`config.mk`:
```
export PLATFORM = sky130hd
export DESIGN_NAME = msbi_master
export DESIGN_NICKNAME = d
export VERILOG_FILES = /design/src/pkg/msbi_pkg.sv /design/src/rtl/msbi_master.sv /design/src/rtl/msbi_sync3.sv
export SDC_FILE = /design/constraint.sdc
export NUM_CORES = 1
export LEC_CHECK = 0
export ABC_CLOCK_PERIOD_IN_PS = 1900
export BUFFER_PORTS_ARGS = -buffer_cell sky130_fd_sc_hd__buf_2
export CAP_MARGIN = 40
export CORE_MARGIN = 2
export CORE_UTILIZATION = 46
export CTS_BUF_LIST = sky130_fd_sc_hd__clkbuf_4 sky130_fd_sc_hd__clkbuf_8
export CTS_CLUSTER_DIAMETER = 30
export DETAILED_ROUTE_END_ITERATION = 6
export PLACE_DENSITY = 0.7
export SYNTH_ARGS = -nofsm -noshare
export SYNTH_HDL_FRONTEND = slang
export SYNTH_HIERARCHICAL = 1
export SYNTH_SLANG_ARGS = --single-unit
```
`constraint.sdc`:
```
create_clock -name clk -period 1.9 [get_ports clk]
set_input_delay 0.095 -clock clk [delete_from_list [all_inputs] [get_ports clk]]
set_output_delay 0.095 -clock clk [all_outputs]
set_load 0.02 [all_outputs]
```
`src/pkg/msbi_pkg.sv`:
```
// Constants and types shared by the bus master controller
package msbi_pkg;

  // --------------------------------------------------------------
  // Bus field layout
  // --------------------------------------------------------------
  localparam int ADDR_W      = 22;
  localparam int DATA_W      = 16;
  localparam int BAD_LO_BIT  = 16;
  localparam int BAD_HI_BIT  = 17;

  // --------------------------------------------------------------
  // Timing counts
  // --------------------------------------------------------------
  localparam int CLK_PERIOD_NS  = 100;
  localparam int SETUP_NS       = 150;
  localparam int SETUP_CYC      = (SETUP_NS + CLK_PERIOD_NS - 1) / CLK_PERIOD_NS;
  localparam int DESKEW_NS      = 100;
  localparam int DESKEW_CYC     = (DESKEW_NS + CLK_PERIOD_NS - 1) / CLK_PERIOD_NS;
  localparam int REPLY_TMO_CYC  = 1000;
  localparam int CNT_W          = 10;

  // --------------------------------------------------------------
  // Transfer kinds and states
  // --------------------------------------------------------------
  typedef enum logic [1:0]
  {
    MSBI_OP_READ  = 2'h0,
    MSBI_OP_WRITE = 2'h1,
    MSBI_OP_RMW   = 2'h2
  } msbi_op_type;

  typedef enum logic [3:0]
  {
    MSBI_IDLE    = 4'h0,
    MSBI_ADDR    = 4'h1,
    MSBI_SYNC    = 4'h3,
    MSBI_DIN     = 4'h2,
    MSBI_DIN_END = 4'h6,
    MSBI_DATA    = 4'h7,
    MSBI_DOUT    = 4'h5,
    MSBI_DOUT_END= 4'h4,
    MSBI_TERM    = 4'hC
  } msbi_state_type;

endpackage

```
`src/rtl/msbi_master.sv`:
```
// Bus master controller driving a memory over the multiplexed bus
`timescale 1ns/1ps

// Notes on behaviour
// - Write_byte_select in address phase picks write
// - Io_page_select only during address phase
// - Transfer_sync marks address, held whole transfer
// - Output_strobe only with valid deskewed data
// - Slave_reply starts master termination
// - Write data on lines 15-00
module msbi_master
#(
  parameter int SETUP     = msbi_pkg::SETUP_CYC,
  parameter int DESKEW    = msbi_pkg::DESKEW_CYC,
  parameter int REPLY_TMO = msbi_pkg::REPLY_TMO_CYC
)
(
  // Clock and reset
  input  wire logic                        clk,
  input  wire logic                        rstn,
  // User command
  input  wire logic                        cmd_valid,
  output logic                             cmd_ready,
  input  wire msbi_pkg::msbi_op_type       cmd_op,
  input  wire logic                        cmd_byte,
  input  wire logic                        cmd_io,
  input  wire logic [msbi_pkg::ADDR_W-1:0] cmd_addr,
  input  wire logic [msbi_pkg::DATA_W-1:0] cmd_wdata,
  // User answer
  output logic                             rsp_valid,
  output logic [msbi_pkg::DATA_W-1:0]      rsp_rdata,
  output logic                             rsp_bad,
  output logic                             rsp_timeout,
  // Multiplexed lines, active high inside the design
  input  wire logic [msbi_pkg::ADDR_W-1:0] dal_in,
  output logic      [msbi_pkg::ADDR_W-1:0] dal_out,
  output logic                             dal_oe,
  // Control pins
  output logic                             transfer_sync,
  output logic                             input_strobe,
  output logic                             output_strobe,
  output logic                             write_byte_select,
  output logic                             io_page_select,
  input  wire logic                        slave_reply
);
  import msbi_pkg::*;

  // ----------------------------------------------------------------
  // Input synchronisation
  // ----------------------------------------------------------------
  logic                rply_s;
  logic [ADDR_W-1:0]   dal_s;

  msbi_sync3 #(.W(1)) u_rply
  (
    .clk  (clk),
    .rstn (rstn),
    .din  (slave_reply),
    .dout (rply_s)
  );

  msbi_sync3 #(.W(ADDR_W)) u_dal
  (
    .clk  (clk),
    .rstn (rstn),
    .din  (dal_in),
    .dout (dal_s)
  );

  // ----------------------------------------------------------------
  // Command capture
  // ----------------------------------------------------------------
  msbi_state_type      state_r;
  msbi_state_type      state_nxt;
  msbi_op_type         op_r;
  logic                byte_r;
  logic                io_r;
  logic [ADDR_W-1:0]   addr_r;
  logic [DATA_W-1:0]   wdata_r;
  logic [CNT_W-1:0]    cnt_r;
  logic                tmo_r;

  always_ff @(posedge clk or negedge rstn)
  begin
    if (!rstn)
    begin
      op_r    <= MSBI_OP_READ;
      byte_r  <= 1'b0;
      io_r    <= 1'b0;
      addr_r  <= '0;
      wdata_r <= '0;
    end
    else if (state_r == MSBI_IDLE && cmd_valid)
    begin
      op_r    <= cmd_op;
      byte_r  <= cmd_byte;
      io_r    <= cmd_io;
      addr_r  <= cmd_addr;
      wdata_r <= cmd_wdata;
    end
  end

  // ----------------------------------------------------------------
  // Sequencer
  // ----------------------------------------------------------------
  // Timeout guards a missing slave; the bus would otherwise hang
  function automatic logic cnt_done(input logic [CNT_W-1:0] c, input int lim);
    cnt_done = (c >= CNT_W'(lim - 1));
  endfunction

  always_comb
  begin
    state_nxt = state_r;
    case (state_r)
      MSBI_IDLE:
        if (cmd_valid)
          state_nxt = MSBI_ADDR;
      MSBI_ADDR:
        if (cnt_done(cnt_r, SETUP))
          state_nxt = MSBI_SYNC;
      MSBI_SYNC:
        if (cnt_done(cnt_r, SETUP))
          state_nxt = (op_r == MSBI_OP_WRITE) ? MSBI_DATA : MSBI_DIN;
      MSBI_DIN:
        if (rply_s || cnt_done(cnt_r, REPLY_TMO))
          state_nxt = MSBI_DIN_END;
      MSBI_DIN_END:
        if (!rply_s)
          state_nxt = (op_r == MSBI_OP_RMW) ? MSBI_DATA : MSBI_TERM;
      MSBI_DATA:
        if (cnt_done(cnt_r, DESKEW))
          state_nxt = MSBI_DOUT;
      MSBI_DOUT:
        if (rply_s || cnt_done(cnt_r, REPLY_TMO))
          state_nxt = MSBI_DOUT_END;
      MSBI_DOUT_END:
        if (!rply_s)
          state_nxt = MSBI_TERM;
      MSBI_TERM:
        state_nxt = MSBI_IDLE;
      default:
        state_nxt = MSBI_IDLE;
    endcase
  end

  always_ff @(posedge clk or negedge rstn)
  begin
    if (!rstn)
      state_r <= MSBI_IDLE;
    else
      state_r <= state_nxt;
  end

  always_ff @(posedge clk or negedge rstn)
  begin
    if (!rstn)
      cnt_r <= '0;
    else if (state_nxt != state_r)
      cnt_r <= '0;
    else if (cnt_r != '1)
      cnt_r <= cnt_r + 1'b1;
  end

  // ----------------------------------------------------------------
  // Pin drive
  // ----------------------------------------------------------------
  always_ff @(posedge clk or negedge rstn)
  begin
    if (!rstn)
    begin
      transfer_sync     <= 1'b0;
      input_strobe      <= 1'b0;
      output_strobe     <= 1'b0;
      write_byte_select <= 1'b0;
      io_page_select    <= 1'b0;
      dal_out           <= '0;
      dal_oe            <= 1'b0;
    end
    else
    begin
      // Sync held from the end of address setup through reply release
      transfer_sync  <= state_nxt inside {MSBI_SYNC, MSBI_DIN, MSBI_DIN_END,
                                          MSBI_DATA, MSBI_DOUT, MSBI_DOUT_END};
      io_page_select <= io_r && (state_nxt inside {MSBI_ADDR, MSBI_SYNC});
      input_strobe   <= (state_nxt == MSBI_DIN);
      output_strobe  <= (state_nxt == MSBI_DOUT);
      case (state_nxt)
        MSBI_ADDR, MSBI_SYNC:
        begin
          dal_out           <= addr_r;
          dal_oe            <= 1'b1;
          write_byte_select <= (op_r == MSBI_OP_WRITE);
        end
        MSBI_DATA, MSBI_DOUT:
        begin
          dal_out           <= {{(ADDR_W-DATA_W){1'b0}}, wdata_r};
          dal_oe            <= 1'b1;
          write_byte_select <= byte_r;
        end
        default:
        begin
          dal_out           <= '0;
          dal_oe            <= 1'b0; // Lines freed for slave read data
          write_byte_select <= 1'b0;
        end
      endcase
    end
  end

  // ----------------------------------------------------------------
  // User answer
  // ----------------------------------------------------------------
  always_ff @(posedge clk or negedge rstn)
  begin
    if (!rstn)
      tmo_r <= 1'b0;
    else if (state_r == MSBI_IDLE)
      tmo_r <= 1'b0;
    else if ((state_r == MSBI_DIN || state_r == MSBI_DOUT) && !rply_s
             && cnt_done(cnt_r, REPLY_TMO))
      tmo_r <= 1'b1;
  end

  always_ff @(posedge clk or negedge rstn)
  begin
    if (!rstn)
    begin
      rsp_rdata <= '0;
      rsp_bad   <= 1'b0;
    end
    else if (state_r == MSBI_DIN && rply_s)
    begin
      rsp_rdata <= dal_s[DATA_W-1:0];
      rsp_bad   <= dal_s[BAD_LO_BIT] | dal_s[BAD_HI_BIT];
    end
  end

  always_ff @(posedge clk or negedge rstn)
  begin
    if (!rstn)
    begin
      rsp_valid   <= 1'b0;
      rsp_timeout <= 1'b0;
      cmd_ready   <= 1'b0;
    end
    else
    begin
      rsp_valid   <= (state_nxt == MSBI_TERM);
      rsp_timeout <= (state_nxt == MSBI_TERM) && tmo_r;
      cmd_ready   <= (state_nxt == MSBI_IDLE);
    end
  end

endmodule // msbi_master

```
`src/rtl/msbi_sync3.sv`:
```
// Three-stage input synchroniser with agreement filter
`timescale 1ns/1ps
module msbi_sync3
#(
  parameter int W = 1
)
(
  // Clock and reset
  input  wire logic         clk,
  input  wire logic         rstn,
  // Data
  input  wire logic [W-1:0] din,
  output logic      [W-1:0] dout
);

  logic [W-1:0] s1_r;
  logic [W-1:0] s2_r;
  logic [W-1:0] s3_r;

  // ----------------------------------------------------------------
  // Stages
  // ----------------------------------------------------------------
  always_ff @(posedge clk or negedge rstn)
  begin
    if (!rstn)
    begin
      s1_r <= '0;
      s2_r <= '0;
      s3_r <= '0;
    end
    else
    begin
      s1_r <= din;
      s2_r <= s1_r;
      s3_r <= s2_r;
    end
  end

  // Change accepted only when stages two and three agree
  genvar g;
  generate
    for (g = 0; g < W; g++)
    begin : g_bit
      always_ff @(posedge clk or negedge rstn)
      begin
        if (!rstn)
          dout[g] <= 1'b0;
        else if (s2_r[g] == s3_r[g])
          dout[g] <= s3_r[g];
      end
    end
  endgenerate

endmodule // msbi_sync3

```
# ---- Word level (Yosys, flattened, before mapping)
# Cells that the tools add are included.
dict set report totals {
  input_bits 68
  ff_bits 181
  wordCells 124
  out_inout_bits 48
}
dict set report op_classes {
  order_cmp 3
  reduce_logical 18
  bitwise_logic 1
  mux 18
  eq_ne 38
  addsub 1
}
# op count
set ops {}
lappend ops {{22-bit case mux with 2 select lines} 1}
lappend ops {{4-bit two-way mux} 9}
lappend ops {{4-bit by 3-bit equality test with 1-bit output (second input constant)} 8}
lappend ops {{4-bit case mux with 8 select lines} 1}
lappend ops {{10-bit by 1-bit >= comparator with 1-bit output (second input constant)} 2}
lappend ops {{10-bit two-way mux} 2}
lappend ops {{1-bit equality test} 19}
lappend ops {{4-bit by 2-bit equality test with 1-bit output (second input constant)} 4}
lappend ops {{10-bit by 1-bit adder with 10-bit output (second input constant)} 1}
lappend ops {{10-bit >= comparator (second input constant)} 1}
lappend ops {{10-bit != test (second input constant)} 1}
lappend ops {{4-bit by 1-bit equality test with 1-bit output (second input constant)} 2}
lappend ops {{4-bit logical NOT} 2}
lappend ops {{1-bit logical AND} 6}
lappend ops {{2-bit nonzero test} 3}
lappend ops {{6-bit nonzero test} 1}
lappend ops {{4-bit equality test (second input constant)} 1}
lappend ops {{4-bit != test} 1}
lappend ops {{2-bit OR reduction} 2}
lappend ops {{4-bit OR reduction} 1}
lappend ops {{1-bit two-way mux} 3}
lappend ops {{3-bit two-way mux} 1}
lappend ops {{2-bit by 1-bit equality test with 1-bit output (second input constant)} 1}
lappend ops {{2-bit equality test (second input constant)} 1}
lappend ops {{4 further kinds} 5}

# ---- Logic depth before layout (Yosys ltp)
# Gate-level depths: netlist (run 1).
dict set report logic_depth {
  depth_word 7
  mapped_depth 9
  depth_no_buf 7
}

# ---- Modules after synthesis
# Netlist (run 1), hierarchy kept.
# mod area_per_inst_um2 cells_each n_inst
set by_module_without_submodules {}
lappend by_module_without_submodules {msbi_master 4501.8 354 1}
lappend by_module_without_submodules {{msbi_sync3 at u_dal} 2449.8 110 1}
lappend by_module_without_submodules {{msbi_sync3 at u_rply} 111.4 5 1}

# ---- Worst setup path after synthesis (run 1)
# No wires, ideal clock.
dict set report synth_path {
  kind {reg2reg}
  from {reg cnt_r[0]}
  to {reg cnt_r[6]}
  path_slack_ns -0.101
  arrival_ns 1.889
  setup_time_ns 0.111
  synth_period_minus_slack_ns 2.001
  stages_incl_launch_ff 7
  path_cell_list {dfrtp_1 ha_1 a211o_1 and3_1 o21ai_0 mux2i_2 a2111oi_2}
}
dict set report synth_via {
  elab_chain_len 6
  word_cells_on_any_way 16
  classes_between {1 x add/sub; 3 x order compare; 2 x eq/ne; 8 x mux; 2 x reduce/logical}
}
# item line_no
set synth_lines {}
lappend synth_lines {{start: declaration} msbi_master.sv:80} ;# logic [CNT_W-1:0] cnt_r;
lappend synth_lines {{start signal: assignment} msbi_master.sv:161} ;# cnt_r <= cnt_r + 1'b1;
lappend synth_lines {{10-bit >= comparator} msbi_master.sv:108} ;# cnt_done = (c >= CNT_W'(lim - 1));
lappend synth_lines {{1-bit logical OR} {msbi_master.sv:125, msbi_master.sv:134}}
lappend synth_lines {{4-bit two-way mux, on equally long branches} {msbi_master.sv:134, msbi_master.sv:125}}
lappend synth_lines {{4-bit case mux with 8 select lines} msbi_master.sv:114} ;# case (state_r)
lappend synth_lines {{4-bit != test} msbi_master.sv:158} ;# else if (state_nxt != state_r)
lappend synth_lines {{10-bit two-way mux or 2-bit nonzero test (tied branches)} --}
# Parallel ways exist; a longest one is shown, timed or not. The select of a mux whose other input is x is not followed.
# A chain may end at the register's enable or synchronous reset.

# ---- Worst setup path after layout (run 1)
dict set report layout_path {
  from {reg cnt_r[0]}
  to {reg io_page_select}
}
dict set report layout_via {
  elab_chain_len 7
  word_cells_on_any_way 14
  classes_between {3 x order compare; 2 x eq/ne; 6 x mux; 3 x reduce/logical}
}
# item line_no
set layout_lines {}
lappend layout_lines {{10-bit >= comparator} msbi_master.sv:108}
lappend layout_lines {{1-bit logical OR} {msbi_master.sv:125, msbi_master.sv:134}}
lappend layout_lines {{4-bit two-way mux, on equally long branches} {msbi_master.sv:134, msbi_master.sv:125}}
lappend layout_lines {{4-bit case mux with 8 select lines *} msbi_master.sv:114}
lappend layout_lines {{4-bit by 1-bit equality test with 1-bit output or 4-bit by 2-bit equality test with 1-bit output (tied branches)} msbi_master.sv:184} ;# io_page_select <= io_r && (state_nxt inside {MSBI_ADDR, MSBI_SYNC});
lappend layout_lines {{2-bit nonzero test *} msbi_master.sv:184}
lappend layout_lines {{1-bit logical AND *} msbi_master.sv:184}
lappend layout_lines {{end signal: assignment} msbi_master.sv:184}
lappend layout_lines {{end: declaration} msbi_master.sv:43} ;# output logic io_page_select,
# Mark *: on every way between the ends. The rest lies on a longest branch, timed or not.

==> metrics.md, run 1 <==
| Metric | Value |
|---|---|
| Die Wd | 123.9 um |
| Slew @ Worst Pin | 0.6177 ns |
| Outcome | finished with violations |
| Setup crit start kind | flip-flop |
| N_diodes | 0 |
| Pwr dens | roughly 1500 mW/mm2 |
| Slew HR | 58.82% |
| Post-route ant nets | 0 |
| Crit. Startpoint | cnt_r[0]$_DFFE_PN0P_ |
| Mean routed wirelength per cell | 16.63 um |
| Tmin final | 1.981 ns |
| Pin count of the biggest net entering global routing | 66 |
| Leak | between 4 and 5 nW |
| CTS tree | done |
| Die ar. | 0.01536 mm2 |
| Non-Filler Instances | roughly 860 |
| Worst Path Max Fanout | 7 |
| Via/cell ratio | 5.057 |
| Worst IR Drop VDD | 0.7209 mV |
| Final period utilization | 104.3% |
| Initial core utilization | 47.31% |
| CTS buffer count | 17 |
| Clk slew on worst S/H paths | roughly 0.090 ns |
| RSZ-0062 raised after global routing | yes |
| Inst Count DP | 757 |
| Pre-antenna DRT Iters | 5 |
| Routability cong. | roughly 0.86 |
| Final setup viols | 29 |
| Post-Route WL | 14,320 um |
| R2R cell count | 7 |
| Root Buffer | clkbuf_8 |
| CTS H-tree lvls | 4 |
| Row count | 43 |
| Net count after synthesis | 520 |
| Max Fclk | 504.8 MHz |
| Clk Latency, worst-skew pair | 0.46 ns |
| # fillers | approximately 1,000 |
| RR Endpoint | io_page_select$_DFF_PN0_ |
| Worst hold slack | 0.1883 ns |
| Die height | 123.9 um |
| Max Used Layer | met4 |
| Core Box Area | 0.01399 mm2 |
| Iter 0 DRT Violations | 211 |
| Failing checks | setup timing |
| Area delta synth->final | 36.51% |
| Post-route DRC | 0 |
| Avg Cell Area, Syn | between 10 and 15 um2 |
| Maxcap violations | 0 |
| CTS Sinks | roughly 180 |
| Reg2reg setup slack | -0.08 ns |
| Critical Path End | io_page_select$_DFF_PN0_ |
| Critical path type | reg -> reg |
| Met3 WL | 703 um |
| Clock buffer depth | 2 |
| Worst setup EP type | flip-flop |
| IO Port Bufs | 111 |
| Worst R2R Start | cnt_r[0]$_DFFE_PN0P_ |
| Nets | 740 |
| Global-route wire length before repair | around 23,000 um |
| Syn. warnings | 6 |
| Worst Path Required | 2.30 ns |
| Wire length on met2 | 7356 um |
| Global Route Usage Sum | between 10% and 20% |
| Synth Instances | between 400 and 500 |
| Setup slack after layout | -0.08108 ns |
| Arrival time worst endpoint | 2.38 ns |
| Fin. Hold Viols | 0 |
| Min-Delay Path Class | in -> async |
| Slew Viols, Final | 0 |
| Wl on met1 | 5982 um |
| Initial antenna violation count | 0 |
| DR vias | around 4,400 |
| Share of layout cells above drive strength 1 | 48.31% |
| Hpwl dp | slightly above 9000 um |
| Synth Cell Area | 0.006618 mm2 |
| Global route overflow | 0 |
| Number of global-route vias before repair | between 4,000 and 5,000 |
| Worst Skew | roughly 0.010 ns |
| I/O pins | 116 |
## worst max-delay path: stages (launching register included)
cell	delay, ns
dfrtp_1	0.43
ha_2	0.20
a211o_1	0.30
a311o_1	0.34
o2111a_2	0.21
nor3_4	0.17
buf_6	0.15
and2_4	0.14
## registers in the layout, indices dropped and copies added (netlist names), 2 cells and up
register,cells
u_dal/s2_r,18
op_r,2
u_dal/dout,18
u_dal/s3_r,18
dal_out,22
addr_r,22
u_dal/s1_r,18
wdata_r,16
state_r,4
cnt_r,10
rsp_rdata,16
## routing by layer
layer,GRT usage [%],up-vias
met3,6.044,21
met1,24.75,2199
met4,7.163,0
met5,0,-
li1,-,2020
met2,33.24,114
## power by group
part | total [mW] | leakage (nW) | internal (mW) | switching [mW]
Sequential | 5.42 | 2.20 | 4.88 | 0.534
Combinational | 5.15 | 1.77 | 2.46 | 2.69
Clock | 2.67 | 0.208 | 1.37 | 1.31
## through the flow
step | TNS (ns) | instance area (um2) | utilization [%] | setup WS, ns | total power [mW]
after floorplan | -0.4947 | 6629 | - | -0.04674 | 8.282
after CTS | -0.8491 | 8872 | 63.43 | -0.1157 | 13.00
final | -1.093 | 9034 | 64.58 | -0.08108 | 13.24
after detailed placement | -4.055 | 7679 | 54.89 | -0.2870 | 9.888
after global placement | -0.8186 | 7679 | 54.89 | -0.1245 | 9.715
after global routing | -4.617 | 9034 | 64.58 | -0.1802 | 14.04
## worst min path at each step
stage / startpoint / to / slack (ns) / cells past startpoint
global route: rstn / rsp_rdata[6]$_DFFE_PN0P_ / 0.22 / 2
global placement: rstn / rsp_rdata[6]$_DFFE_PN0P_ / 0.12 / 1
CTS: rstn / rsp_rdata[6]$_DFFE_PN0P_ / 0.20 / 2
floorplan: rstn / addr_r[0]$_DFFE_PN0P_ / -0.20 / 0
detailed placement: rstn / rsp_rdata[6]$_DFFE_PN0P_ / 0.13 / 1
finish: rstn / rsp_rdata[6]$_DFFE_PN0P_ / 0.19 / 2
## cells in the final DEF, fill, tap and decap left out, drive strengths merged, types with 3 or more instances in the layout
cell           n
nand4          4
nor3          15
dfrtp        181
a2111oi        3
maj3          19
buf          159
clkbuf        21
nor2          11
nand2         13
a21oi         18
dlygate4sd3   62
xnor2          3
nand3         23
clkinv         3
and2           8
ha             3
inv           11
mux2          58
nor4b          3
nand2b         3
o21ai         21
bufinv         3
## cell type report
class                   instances  area [um2]  area share [%]
well taps                     180       225.2           2.493
flip-flops and latches        181        4529           50.14
clock buffers                  20       262.8           2.909
repair buffers                222        1683           18.63
clock inverters                11       148.9           1.648
multi-input cells             239        2155           23.85
inverters                       8       30.03          0.3324
## timing repair
item	in CTS	in global routing
gates cloned	1	1
endpoints found under the setup margin	39	44
endpoints found under the hold margin	123	0
hold buffers	62	0
setup buffers	7	2
pin swaps	13	12
gates resized for setup	20	33
Power figures use the tool's default switching activity.
==> run 2, diff against run 1 <==
Settings changed: CTS_BUF_LIST sky130_fd_sc_hd__clkbuf_4 sky130_fd_sc_hd__clkbuf_8 to unset.
==> run 2 against run 1 <==
The flow still finishes with violations (setup timing). Hold slack improved by 0.036 ns. Sequential cell count did not move. Global-route usage rose by 0.18 points. Non-clock buffer count is 2 lower. Worst setup slack lost 0.017 ns. Sequential power about the same. Fmax shrank 0.84%. Sequential share of layout area fell by 0.97 points. Largest power group unchanged.
==> metrics.md, run 2 (synthesized netlist as in run 1, its figures left out) <==
| Metric | Value |
|---|---|
| Initial core utilization | 47.31% (unchanged) |
| Pin count of the biggest net entering global routing | 66 (unchanged) |
| Row count | 43 (unchanged) |
| Worst Path Required | 2.26 ns (-0.04 ns) |
| Design area | 0.009211 mm2 (+2.0%) |
| Fin. Hold Viols | 0 (unchanged) |
| Share of layout cells above drive strength 1 | 48.45% (+0.14 points) |
| Slew HR | 59.05% (+0.23 points) |
| Setup slack after layout | -0.09793 ns (-0.01686 ns) |
| Global Route Usage Sum | 20.13% (+0.18 points) |
| Post-Route WL | 14,480 um (+1.1%) |
| Die height | 123.9 um (unchanged) |
| Worst hold slack | 0.2247 ns (+0.03634 ns) |
| CTS tree | done |
| RR Endpoint | io_page_select$_DFF_PN0_ |
| Commonest cells after routing, fill and taps aside | dfrtp_1 (181), buf_2 (111), dlygate4sd3_1 (62), mux2_2 (58), buf_4 (32) |
| Mean routed wirelength per cell | 16.85 um (+1.3%) |
| Post-route DRC | 0 (unchanged) |
| Area delta synth->final | 39.19% |
| Clock buffer depth | 2 (unchanged) |
| Setup crit start kind | flip-flop |
| Slew Viols, Final | 0 (unchanged) |
| Clk Latency, worst-skew pair | 0.42 ns (-0.04 ns) |
| Dpl ws | -0.2870 ns (unchanged) |
| Final period utilization | 105.2% (+0.89 points) |
| Routability cong. | 0.8611 (unchanged) |
| Placed cell areas | 0.007679 mm2 (unchanged) |
| R2R cell count | 7 (unchanged) |
| Final setup viols | 28 (-3.4%) |
| Pre-antenna DRT Iters | 4 (-1) |
| Hpwl dp | 9149 um (unchanged) |
| Commonest non-fill, non-tap cell in the layout | dfrtp_1 |
| I/O pins | 116 (unchanged) |
| Root Buffer | clkbuf_16 |
| Global-route wire length before repair | 23,150 um (+1.0%) |
| Max Fclk | 500.5 MHz (-0.84%) |
| Maxcap violations | 0 (unchanged) |
| Critical path type | reg -> reg |
| Die ar. | 0.01536 mm2 (unchanged) |
| Worst R2R Start | cnt_r[0]$_DFFE_PN0P_ |
| DR vias | 4,364 (+0.23%) |
| Die Wd | 123.9 um (unchanged) |
| Worst setup EP type | flip-flop |
| Via/cell ratio | 5.080 (+0.46%) |
| CTS Sinks | 181 (unchanged) |
| CTS H-tree lvls | 4 (unchanged) |
| Number of global-route vias before repair | 4,703 (+1.4%) |
| Slew @ Worst Pin | 0.6142 ns (-0.003520 ns) |
| # fillers | 1,010 (-0.98%) |
| Post-route ant nets | 0 (unchanged) |
| Worst IR Drop VDD | 0.7710 mV (+6.9%) |
| Reg2reg setup slack | -0.1 ns (-0.02 ns) |
| Worst Skew | 0.006496 ns (-0.003927 ns) |
| Pwr dens | 1547 mW/mm2 (+5.6%) |
| Initial antenna violation count | 0 (unchanged) |
| Nets | 738 (-0.27%) |
| Clk slew on worst S/H paths | 0.06 ns (-0.03 ns) |
| RSZ-0062 raised after global routing | yes |
| Biggest regs | addr_r (22), dal_out (22) |
| IO Port Bufs | 111 (unchanged) |
| Iter 0 DRT Violations | 184 (-13%) |
| Tmin final | 1.998 ns (+0.01686 ns) |
| Min-Delay Path Class | in -> async |
| Worst Path Max Fanout | 7 (unchanged) |
| Global route overflow | 0 (unchanged) |
| Arrival time worst endpoint | 2.36 ns (-0.02 ns) |
| Outcome | finished with violations |
| Leak | 4.247 nW (+1.6%) |
| Failing checks | setup timing |
| Core Box Area | 0.01399 mm2 (unchanged) |
| CTS buffer count | 17 (unchanged) |
| N_diodes | 0 (unchanged) |
| Total power | 14.25 mW (+7.7%) |
run 2: changes by cell type in the layout (fill, tap and decap cells not counted), moves of 2 or more:
cell       change
o21ai_2        +6
clkbuf_4       -2
o21ai_1        +8
nor3_2         -2
o21ai_0       -14
clkbuf_8      -17
nor3_1         +2
a21oi_1        +2
clkbuf_16     +16
clkbuf_1       +2
a21oi_2        -2
run 2: critical path: stages, from the launching register on:
cell,delay [ns]
dfrtp_1,0.43
ha_2,0.20
a211o_1,0.30
a311o_1,0.34
o2111a_2,0.21
nor3_4,0.18
buf_6,0.15
and2_4,0.14
run 2: per-stage QoR:
step                      TNS [ns]  std cells  utilization, %
after CTS                  -0.8224        858           64.74
after global routing        -4.334        859           65.85
after detailed placement    -4.055        757           54.89
final                       -1.226        859           65.85
after global placement     -0.8186        757           54.89
after floorplan            -0.4947        449               -
run 2: report_power, final:
part,switching (mW),leakage (nW),internal [mW]
clock network,1.41,0.289,2.11
logic,2.74,1.75,2.55
registers,0.555,2.20,4.89
run 2: layer usage:
metal  GRT usage (%)  routed length, um  part of all wire (%)  up-vias
met2           34.58               7638                    53      105
met3           5.037                707                   4.9       20
met5               0                  0                     0        -
met4           7.865                275                   1.9        0
li1                -                  -                     -     2023
met1           24.48               5857                    40     2216
run 2: how the worst max path moves through the flow:
stage | start | end | slack, ns | cells after the start
2_1_floorplan | cnt_r[0]$_DFFE_PN0P_ | dal_out[10]$_DFF_PN0_ | -0.05 | 8
3_3_place_gp | cnt_r[1]$_DFFE_PN0P_ | cnt_r[6]$_DFFE_PN0P_ | -0.12 | 7
3_5_place_dp | cnt_r[1]$_DFFE_PN0P_ | cnt_r[8]$_DFFE_PN0P_ | -0.29 | 7
4_1_cts | cnt_r[1]$_DFFE_PN0P_ | cnt_r[8]$_DFFE_PN0P_ | -0.12 | 8
5_1_grt | cnt_r[1]$_DFFE_PN0P_ | dal_out[18]$_DFF_PN0_ | -0.20 | 8
6_report | cnt_r[0]$_DFFE_PN0P_ | io_page_select$_DFF_PN0_ | -0.1 | 7
run 2: final cells by class:
type / instances / area, um2 / area share (%)
repair buffers: 220 / 1655 / 17.97
clock buffers: 20 / 446.7 / 4.849
inverters: 8 / 32.53 / 0.3532
clock inverters: 11 / 148.9 / 1.616
flip-flops and latches: 181 / 4529 / 49.17
well taps: 180 / 225.2 / 2.445
multi-input cells: 239 / 2173 / 23.59
run 2: what timing repair did:
action	CTS	global route
setup endpoints to repair	39	47
buffers inserted	7	1
gates cloned	1	0
gates resized for setup	20	54
pin swaps	13	12
endpoints found under the hold margin	123	0
hold buffers	62	0
